File: src/common/hbgp_pkg.sv
// Shared constants and types for the half-bridge gate protection block
`default_nettype none
package hbgp_pkg;

  // ----------------------------------------------------------------------
  // Clock
  // ----------------------------------------------------------------------
  localparam int CLK_PERIOD_NS = 100;

  // ----------------------------------------------------------------------
  // Times as specified
  // ----------------------------------------------------------------------
  localparam int FILT_REJECT_NS = 625;
  localparam int FILT_PASS_NS   = 750;
  localparam int DEAD_TIME_NS   = 2000;
  localparam int ERR_RESET_NS   = 9000;
  localparam int BLANKING_NS    = 2310;

  // ----------------------------------------------------------------------
  // Derived cycle counts (least times round up)
  // ----------------------------------------------------------------------
  localparam int FILT_CYC  = (FILT_REJECT_NS + CLK_PERIOD_NS - 1)
                             / CLK_PERIOD_NS;
  localparam int DEAD_CYC  = (DEAD_TIME_NS + CLK_PERIOD_NS - 1)
                             / CLK_PERIOD_NS;
  // Strictly longer than the reset interval
  localparam int CLR_CYC   = ERR_RESET_NS / CLK_PERIOD_NS + 1;
  localparam int BLANK_CYC = (BLANKING_NS + CLK_PERIOD_NS - 1)
                             / CLK_PERIOD_NS;

  localparam int CNT_W = 8;

  // ----------------------------------------------------------------------
  // Reset values
  // ----------------------------------------------------------------------
  localparam logic GATE_RST = 1'b0;
  localparam logic ERR_RST  = 1'b0;

  // ----------------------------------------------------------------------
  // Types
  // ----------------------------------------------------------------------
  typedef struct packed {
    logic high;
    logic low;
  } hbgp_pair_t;

  typedef enum logic [1:0] {
    HBGP_IDLE   = 2'b00,
    HBGP_BLANK  = 2'b01,
    HBGP_WATCH  = 2'b10,
    HBGP_TRIP   = 2'b11
  } hbgp_desat_st_t;

endpackage : hbgp_pkg
`default_nettype wire

File: src/hbgp_glitch_filter.sv
// Input glitch filter: a level change must hold for a set number of samples
`default_nettype none
module hbgp_glitch_filter
  import hbgp_pkg::*;
(
  // Clock and reset
  input  wire logic clk,
  input  wire logic rst_n,
  // Data
  input  wire logic din,
  output logic      dout
);

  logic [CNT_W-1:0] cnt;

  // ----------------------------------------------------------------------
  // Stability counter
  // ----------------------------------------------------------------------
  always_ff @(posedge clk or negedge rst_n) begin
    if (!rst_n) begin
      cnt <= '0;
    end else if (din == dout) begin
      cnt <= '0;
    end else if (cnt == CNT_W'(FILT_CYC - 1)) begin
      cnt <= '0;
    end else begin
      cnt <= cnt + 1'b1;
    end
  end

  // ----------------------------------------------------------------------
  // Accepted level
  // ----------------------------------------------------------------------
  always_ff @(posedge clk or negedge rst_n) begin
    if (!rst_n) begin
      dout <= 1'b0;
    end else if (din != dout && cnt == CNT_W'(FILT_CYC - 1)) begin
      dout <= din;
    end
  end

endmodule : hbgp_glitch_filter
`default_nettype wire

File: src/hbgp_desat_guard.sv
// Desaturation guard for one switch: blanking after turn-on, then watch
`default_nettype none
module hbgp_desat_guard
  import hbgp_pkg::*;
(
  // Clock and reset
  input  wire logic clk,
  input  wire logic rst_n,
  // Switch state and comparator
  input  wire logic gate_on,
  input  wire logic desat,
  // Result
  output logic      trip
);

  hbgp_desat_st_t   state;
  logic [CNT_W-1:0] cnt;

  // ----------------------------------------------------------------------
  // Guard sequence
  // ----------------------------------------------------------------------
  always_ff @(posedge clk or negedge rst_n) begin
    if (!rst_n) begin
      state <= HBGP_IDLE;
    end else begin
      case (state)
        HBGP_IDLE: begin
          if (gate_on) state <= HBGP_BLANK;
        end
        HBGP_BLANK: begin
          if (!gate_on) state <= HBGP_IDLE;
          else if (cnt == CNT_W'(BLANK_CYC - 1)) state <= HBGP_WATCH;
        end
        HBGP_WATCH: begin
          if (!gate_on) state <= HBGP_IDLE;
          else if (desat) state <= HBGP_TRIP;
        end
        HBGP_TRIP: begin
          if (!gate_on) state <= HBGP_IDLE;
        end
        default: state <= HBGP_IDLE;
      endcase
    end
  end

  // ----------------------------------------------------------------------
  // Blanking counter
  // ----------------------------------------------------------------------
  always_ff @(posedge clk or negedge rst_n) begin
    if (!rst_n) begin
      cnt <= '0;
    end else if (state == HBGP_BLANK) begin
      cnt <= cnt + 1'b1;
    end else begin
      cnt <= '0;
    end
  end

  // ----------------------------------------------------------------------
  // Trip pulse
  // ----------------------------------------------------------------------
  always_ff @(posedge clk or negedge rst_n) begin
    if (!rst_n) begin
      trip <= 1'b0;
    end else begin
      trip <= (state == HBGP_WATCH) && gate_on && desat;
    end
  end

endmodule : hbgp_desat_guard
`default_nettype wire

File: src/hbgp_top.sv
// Half-bridge gate protection: filter, interlock, supervision, fault flag
//
// Operation
// Undervoltage forces both gates off
// Undervoltage ignores all switching commands
// Undervoltage sets error latch and fault flag
// Reject pulses under 625 ns, pass over 750 ns
// Pulses in between may pass or not
// Never both switches on together
// Gap is max of internal and controller
// Internal dead time fixed at 2 us
// Controller may drive complementary single signal
// Both commands high turns both off
// Single switching channel gets no dead time
// Overlap never raises error or fault flag
// Latency is dead time plus propagation
// Desaturation watch waits out blanking interval
// Desaturation trips switch, latch and flag
// Tie sense to return to disable
// Error latch blocks commands, gates stay off
// Clear latch after both low past 9 us
// Fault flag low when no error
// Shutdown low forces gates off
// Internal clock samples and times everything
`default_nettype none
module hbgp_top
  import hbgp_pkg::*;
(
  // Clock and reset
  input  wire logic SYS_CLK,
  input  wire logic RST_N,
  // Controller commands
  input  wire logic HIGH_SIDE_COMMAND_IN,
  input  wire logic LOW_SIDE_COMMAND_IN,
  // Shutdown request, low forces off
  input  wire logic SHUTDOWN_REQUEST_IN_N,
  // Supervision comparators
  input  wire logic SUPPLY_UNDERVOLTAGE,
  input  wire logic HIGH_SIDE_COLLECTOR_SENSE,
  input  wire logic LOW_SIDE_COLLECTOR_SENSE,
  // Gate drive
  output logic      HIGH_SIDE_GATE_ON_OUT,
  output logic      HIGH_SIDE_GATE_OFF_OUT,
  output logic      LOW_SIDE_GATE_ON_OUT,
  output logic      LOW_SIDE_GATE_OFF_OUT,
  // Open-collector fault flag
  input  wire logic FAULT_FLAG_IN,
  output logic      FAULT_FLAG_OUT,
  output logic      FAULT_FLAG_OE_N
);

  // ----------------------------------------------------------------------
  // Input synchronisers
  // ----------------------------------------------------------------------
  hbgp_pair_t sync1_cmd;
  hbgp_pair_t sync2_cmd;
  logic [3:0] sync1_mon;
  logic [3:0] sync2_mon;

  always_ff @(posedge SYS_CLK or negedge RST_N) begin
    if (!RST_N) begin
      sync1_cmd <= '0;
      sync2_cmd <= '0;
    end else begin
      sync1_cmd <= '{high: HIGH_SIDE_COMMAND_IN, low: LOW_SIDE_COMMAND_IN};
      sync2_cmd <= sync1_cmd;
    end
  end

  // Shutdown resets as asserted, undervoltage as present
  always_ff @(posedge SYS_CLK or negedge RST_N) begin
    if (!RST_N) begin
      sync1_mon <= 4'h4;
      sync2_mon <= 4'h4;
    end else begin
      sync1_mon <= {SHUTDOWN_REQUEST_IN_N, SUPPLY_UNDERVOLTAGE,
                    HIGH_SIDE_COLLECTOR_SENSE, LOW_SIDE_COLLECTOR_SENSE};
      sync2_mon <= sync1_mon;
    end
  end

  logic shutdown_n;
  logic undervolt;
  logic hs_sense;
  logic ls_sense;

  assign shutdown_n = sync2_mon[3];
  assign undervolt  = sync2_mon[2];
  assign hs_sense   = sync2_mon[1];
  assign ls_sense   = sync2_mon[0];

  // ----------------------------------------------------------------------
  // Input glitch filters
  // ----------------------------------------------------------------------
  hbgp_pair_t filt_cmd;

  hbgp_glitch_filter u_filt_high (
    .clk   (SYS_CLK),
    .rst_n (RST_N),
    .din   (sync2_cmd.high),
    .dout  (filt_cmd.high)
  );

  hbgp_glitch_filter u_filt_low (
    .clk   (SYS_CLK),
    .rst_n (RST_N),
    .din   (sync2_cmd.low),
    .dout  (filt_cmd.low)
  );

  // ----------------------------------------------------------------------
  // Requested states
  // ----------------------------------------------------------------------
  logic err_latch;
  logic block;
  logic want_high;
  logic want_low;

  // Any protection condition overrides commands
  assign block = err_latch | undervolt | ~shutdown_n;

  // Both high means both off, no error raised
  assign want_high = filt_cmd.high & ~filt_cmd.low & ~block;
  assign want_low  = filt_cmd.low & ~filt_cmd.high & ~block;

  // ----------------------------------------------------------------------
  // Interlock: cycles since the opposite gate went off
  // ----------------------------------------------------------------------
  logic [CNT_W-1:0] off_cnt_high;
  logic [CNT_W-1:0] off_cnt_low;
  logic             gate_high;
  logic             gate_low;

  // Saturates at dead time so an idle opposite side costs no delay
  always_ff @(posedge SYS_CLK or negedge RST_N) begin
    if (!RST_N) begin
      off_cnt_high <= CNT_W'(DEAD_CYC);
    end else if (gate_high) begin
      off_cnt_high <= '0;
    end else if (off_cnt_high != CNT_W'(DEAD_CYC)) begin
      off_cnt_high <= off_cnt_high + 1'b1;
    end
  end

  always_ff @(posedge SYS_CLK or negedge RST_N) begin
    if (!RST_N) begin
      off_cnt_low <= CNT_W'(DEAD_CYC);
    end else if (gate_low) begin
      off_cnt_low <= '0;
    end else if (off_cnt_low != CNT_W'(DEAD_CYC)) begin
      off_cnt_low <= off_cnt_low + 1'b1;
    end
  end

  logic next_gate_high;
  logic next_gate_low;
  logic hs_trip;
  logic ls_trip;

  // Dead time counts from opposite turn-off, so the controller gap
  // overlaps it rather than adding to it
  always_comb begin
    next_gate_high = want_high & ~gate_low & ~hs_trip
                     & (off_cnt_low == CNT_W'(DEAD_CYC));
    next_gate_low  = want_low & ~gate_high & ~ls_trip
                     & (off_cnt_high == CNT_W'(DEAD_CYC));
  end

  always_ff @(posedge SYS_CLK or negedge RST_N) begin
    if (!RST_N) begin
      gate_high <= GATE_RST;
      gate_low  <= GATE_RST;
    end else begin
      gate_high <= next_gate_high;
      gate_low  <= next_gate_low;
    end
  end

  // ----------------------------------------------------------------------
  // Desaturation guards
  // ----------------------------------------------------------------------
  hbgp_desat_guard u_guard_high (
    .clk     (SYS_CLK),
    .rst_n   (RST_N),
    .gate_on (gate_high),
    .desat   (hs_sense),
    .trip    (hs_trip)
  );

  hbgp_desat_guard u_guard_low (
    .clk     (SYS_CLK),
    .rst_n   (RST_N),
    .gate_on (gate_low),
    .desat   (ls_sense),
    .trip    (ls_trip)
  );

  // ----------------------------------------------------------------------
  // Error latch and clear sequence
  // ----------------------------------------------------------------------
  logic [CNT_W-1:0] clr_cnt;
  logic             clr_done;
  logic             err_set;

  assign err_set  = undervolt | hs_trip | ls_trip;
  assign clr_done = (clr_cnt == CNT_W'(CLR_CYC));

  // Counts raw sampled lows so the filter does not lengthen the wait
  always_ff @(posedge SYS_CLK or negedge RST_N) begin
    if (!RST_N) begin
      clr_cnt <= '0;
    end else if (sync2_cmd.high | sync2_cmd.low) begin
      clr_cnt <= '0;
    end else if (!clr_done) begin
      clr_cnt <= clr_cnt + 1'b1;
    end
  end

  // Set wins over clear
  always_ff @(posedge SYS_CLK or negedge RST_N) begin
    if (!RST_N) begin
      err_latch <= ERR_RST;
    end else if (err_set) begin
      err_latch <= 1'b1;
    end else if (clr_done) begin
      err_latch <= 1'b0;
    end
  end

  // ----------------------------------------------------------------------
  // Outputs
  // ----------------------------------------------------------------------
  always_ff @(posedge SYS_CLK or negedge RST_N) begin
    if (!RST_N) begin
      HIGH_SIDE_GATE_ON_OUT  <= 1'b0;
      HIGH_SIDE_GATE_OFF_OUT <= 1'b1;
      LOW_SIDE_GATE_ON_OUT   <= 1'b0;
      LOW_SIDE_GATE_OFF_OUT  <= 1'b1;
    end else begin
      HIGH_SIDE_GATE_ON_OUT  <= next_gate_high;
      HIGH_SIDE_GATE_OFF_OUT <= ~next_gate_high;
      LOW_SIDE_GATE_ON_OUT   <= next_gate_low;
      LOW_SIDE_GATE_OFF_OUT  <= ~next_gate_low;
    end
  end

  // Pin pulled low while healthy, released on error
  always_ff @(posedge SYS_CLK or negedge RST_N) begin
    if (!RST_N) begin
      FAULT_FLAG_OUT  <= 1'b0;
      FAULT_FLAG_OE_N <= 1'b0;
    end else begin
      FAULT_FLAG_OUT  <= 1'b0;
      FAULT_FLAG_OE_N <= err_latch | err_set;
    end
  end

endmodule : hbgp_top
`default_nettype wire

File: config.mk
export PLATFORM = sky130hd
export DESIGN_NAME = hbgp_top
export DESIGN_NICKNAME = d
export VERILOG_FILES = /design/src/common/hbgp_pkg.sv /design/src/hbgp_glitch_filter.sv /design/src/hbgp_desat_guard.sv /design/src/hbgp_top.sv
export SDC_FILE = /design/constraint.sdc
export NUM_CORES = 1
export LEC_CHECK = 0
export BUFFER_PORTS_ARGS = -buffer_cell sky130_fd_sc_hd__buf_2
export CAP_MARGIN = 20
export CELL_PAD_IN_SITES_DETAIL_PLACEMENT = 1
export CELL_PAD_IN_SITES_GLOBAL_PLACEMENT = 1
export CORE_UTILIZATION = 45
export CTS_BUF_LIST = sky130_fd_sc_hd__clkbuf_4
export DETAILED_ROUTE_END_ITERATION = 8
export PLACE_DENSITY_LB_ADDON = 0.2
export SLEW_MARGIN = 20
export SYNTH_ARGS = -nofsm -noshare
export SYNTH_HDL_FRONTEND = slang
export SYNTH_HIERARCHICAL = 1
export SYNTH_SLANG_ARGS = --single-unit
File: constraint.sdc
create_clock -name SYS_CLK -period 1.4 [get_ports SYS_CLK]
set_input_delay 0.14 -clock SYS_CLK [delete_from_list [all_inputs] [get_ports SYS_CLK]]
set_output_delay 0.14 -clock SYS_CLK [all_outputs]
set_load 0.02 [all_outputs]
==> summary.md <==
| Metric | Value |
|---|---|
| Status | finished, violations left |
| Failing checks | setup timing |
| Netlist cell types | 55 |
| Reg power frac | 55.8% |
| Cell taking the most area after synthesis | dfrtp_1 |
| Worst hold slack | 108 ps |
| Die ar. | 8660 um^2 |
| IO buf count | 12 |
| Internal Power | 3.39 mW |
| Hold Violations, Final | 0 |
| Reg2reg setup slack | -80 ps |
| # nets final | 422 |
| PwrDens | 1000 nW/um^2 |
| Commonest cells post-synth | dfrtp_1, nor2_1, a21oi_1 |
| RR Endpoint | off_cnt_high[1] |
| CTS Buf Count | 9 |
| Pwr Total | 4.60 mW |
| Max Cap Viol | 0 |
| Comb power frac | 15.3% |
| Antenna-violating nets left | 0 |
| # rows | 32 |
| Crit-path slowest cell | dfrtp_1 |
| Vias | 2704 |
| CTS root buf | clkbuf_4 |
| Number of global-route vias before repair | 2833 |
| DP HPWL | 5380 um |
| Synth Register Bits | 82 |
| Setup Skew | 21.1 ps |
| Sw frac | 26.4% |
| DRT Pass-1 Iters | 4 |
| Syn. warnings | 6 |
| Total GRT Usage | 19.6% |
| Via density | 5.31 |
| Crit Path Class | reg2reg |
| DIE HEIGHT | 93.1 um |
| Gr ovfl total | 0 |
| Ranking of synthesized cells by area | dfrtp_1, dfstp_2, ha_1 |
| LEAKAGE | 1.92 nW |
| Layout Utilization | 58.4% |
| Initial antenna violation count | 0 |
| Final Setup Violations | 10 |
| Starting Density | 47.3% |
| Clock Latency Late Sink | 420 ps |
| Fin crit share | 106% |
| First-pass GRT wire length | 13200 um |
| DR WL/cell | 15.4 um |
| R2R depth | 6 |
| CP cell instances | inv_1 > ha_2 > nand4b_1 > nor4_4 > buf_4 > mux2i_1 |
| Synth-to-layout area growth | 23.4% |
| Register area | 2060 um^2 |
| CP endpoint kind | flop |
| Inst Count DP | 478 |
| Top-count cell post-synth | dfrtp_1 |
| Period minus WS final | 1480 ps |
| Finished Layout Cells | 509 |
| Pin count of the biggest net entering global routing | 29 |
| Ys flop type | dfrtp_1 |
| Sw Pwr | 1.22 mW |
| Crit Path Max Fanout | 5 |
| Clock network power share | 28.9% |
| CTS tree | built |
| Fmax | 677 MHz |
| I/O pin cnt | 15 |
| Post-Syn Nets | 355 |
| Top cell type's share of synthesized area | 49.6% |
| CP Launch Type | flop |
| CTS Sinks | 82 |
| Post-Route WL | 7830 um |
| Critical path arrival | 1830 ps |
| Core Area | 7890 um^2 |
| Slew Limit Fails | 0 |
| Worst min path class | in2async |
| Layout cells sized above 1 | 30.0% |
| Critical Path RT | 1750 ps |
| Sequential area share after synthesis | 55.2% |
| Multi-input gate area | 1750 um^2 |
| Initial detailed-routing violation count | 85 |
| Die width | 93.1 um |
| VDD IR-drop max | 0.548 mV |
| Slowest cell delay on critical path | 410 ps |
| Unrepaired setup endpoints after global routing | yes |
| Final WS setup | -77.2 ps |
| ANT cells | 0 |
| H-tree level count | 3 |
| Detailed-route DRC error count | 0 |
| Routability Congestion | 0.751 |
| Post-synthesis cell count | 335 |
| Longest Clk Path Bufs | 2 |
| Post-synth EDFFs | 0 |
| Fillcell total | 842 |
| Asr flop ratio synth | 100% |
| RR Startpoint | off_cnt_high[1] |
| Reg clk slew, reported paths | 130 ps |
| Synth Cell Area | 3730 um^2 |
| Post-synthesis area per instance | 11.1 um^2 |
==> area by class of cell <==
class,count,share of cell area (%)
sequential,82,44.8
multi-input combinational,236,38.0
timing repair buffer,60,10.6
tap,102,2.77
clock buffer,11,1.79
inverter,13,1.06
clock inverter,5,1.03
==> cell families (layout without fill, tap and decap cells) <==
| logic type | after synthesis | after routing | synth area share (%) |
|---|---|---|---|
| AO/OA/AOI/OAI | 61 | 61 | 10.5 |
| XOR/XNOR | 18 | 18 | 4.22 |
| adder cells (fa/ha/maj) | 11 | 11 | 3.69 |
| buffers and inverters | 17 | 89 | 2.01 |
| flip-flops | 82 | 82 | 55.2 |
| multiplexers | 6 | 6 | 1.84 |
| other | 1 | 1 | 0.100 |
| AND/OR/NAND/NOR | 139 | 139 | 22.4 |
==> worst max-delay path: cells and delay by family, from the launching register on <==
family        cells  cell delay [ps]
flops             1              410
simple gates      2              360
buf+inv           2              270
fa+ha+maj         1              180
mux               1              190
==> sequential cells by signal, summed over array words and instances (netlist names), 2 cells and up <==
name,cells
u_guard_high/state,2
u_guard_low/cnt,8
u_guard_low/state,2
sync2_cmd,2
clr_cnt,8
sync1_mon,4
sync2_mon,4
u_filt_high/cnt,8
sync1_cmd,2
off_cnt_high,8
u_guard_high/cnt,8
u_filt_low/cnt,8
off_cnt_low,8
==> cell usage in the layout, fill, tap and decap left out, drive strengths merged, types with 6 or more instances in the layout <==
master | Yosys | routed
buf | 2 | 53
dfrtp | 74 | 74
nand4 | 7 | 7
dlygate4sd3 | 0 | 7
o21ai | 21 | 21
a21oi | 25 | 25
or3 | 21 | 21
nor2 | 30 | 30
nor4 | 6 | 6
dfstp | 8 | 8
inv | 13 | 13
nand3 | 27 | 27
nand2 | 20 | 20
xor2 | 14 | 14
ha | 11 | 11
clkbuf | 2 | 11
==> worst max-delay path by stage <==
stage | startpoint | to | cells past startpoint
after floorplan | off_cnt_high[0] | off_cnt_high[0] | 5
after global placement | off_cnt_low[1] | off_cnt_low[0] | 5
after detailed placement | off_cnt_low[1] | off_cnt_low[0] | 5
after CTS | off_cnt_low[0] | off_cnt_low[0] | 5
after global routing | off_cnt_high[1] | off_cnt_high[1] | 6
final | off_cnt_high[1] | off_cnt_high[1] | 6
==> metrics by stage <==
| step | area, um^2 | setup TNS [ps] | setup WS, ps |
|---|---|---|---|
| after floorplan | 3750 | -135 | -96.3 |
| after global placement | 4180 | 0 | 18.3 |
| after detailed placement | 4180 | -105 | -39.1 |
| after CTS | 4440 | -191 | -47.8 |
| after global routing | 4610 | -2120 | -165 |
| final | 4610 | -428 | -77.2 |
==> power groups by stage <==
stage	combinational (mW)	clock, mW	sequential, mW
CTS	0.607	1.38	2.57
global route	0.789	1.47	2.58
global placement	0.555	0	2.59
finish	0.705	1.33	2.57
detailed placement	0.570	0	2.61
floorplan	0.255	0	2.62
==> repair_timing <==
action | CTS | global route
hold buffers | 7 | 0
pin swaps | 1 | 12
endpoints found under the hold margin | 81 | 0
setup buffers | 2 | 6
endpoints found under the setup margin | 10 | 37
gates resized for setup | 7 | 32
==> routing by layer <==
| metal | routed length, um | GRT usage [%] | part of all wire (%) | vias up |
|---|---|---|---|---|
| li1 | - | - | - | 1325 |
| met1 | 3710 | 25.7 | 47 | 1348 |
| met2 | 3860 | 32.9 | 49 | 25 |
| met3 | 154 | 2.76 | 2.0 | 6 |
| met4 | 97 | 7.69 | 1.2 | 0 |
| met5 | 0 | 0 | 0 | - |
(Power assumes the default switching activity.)
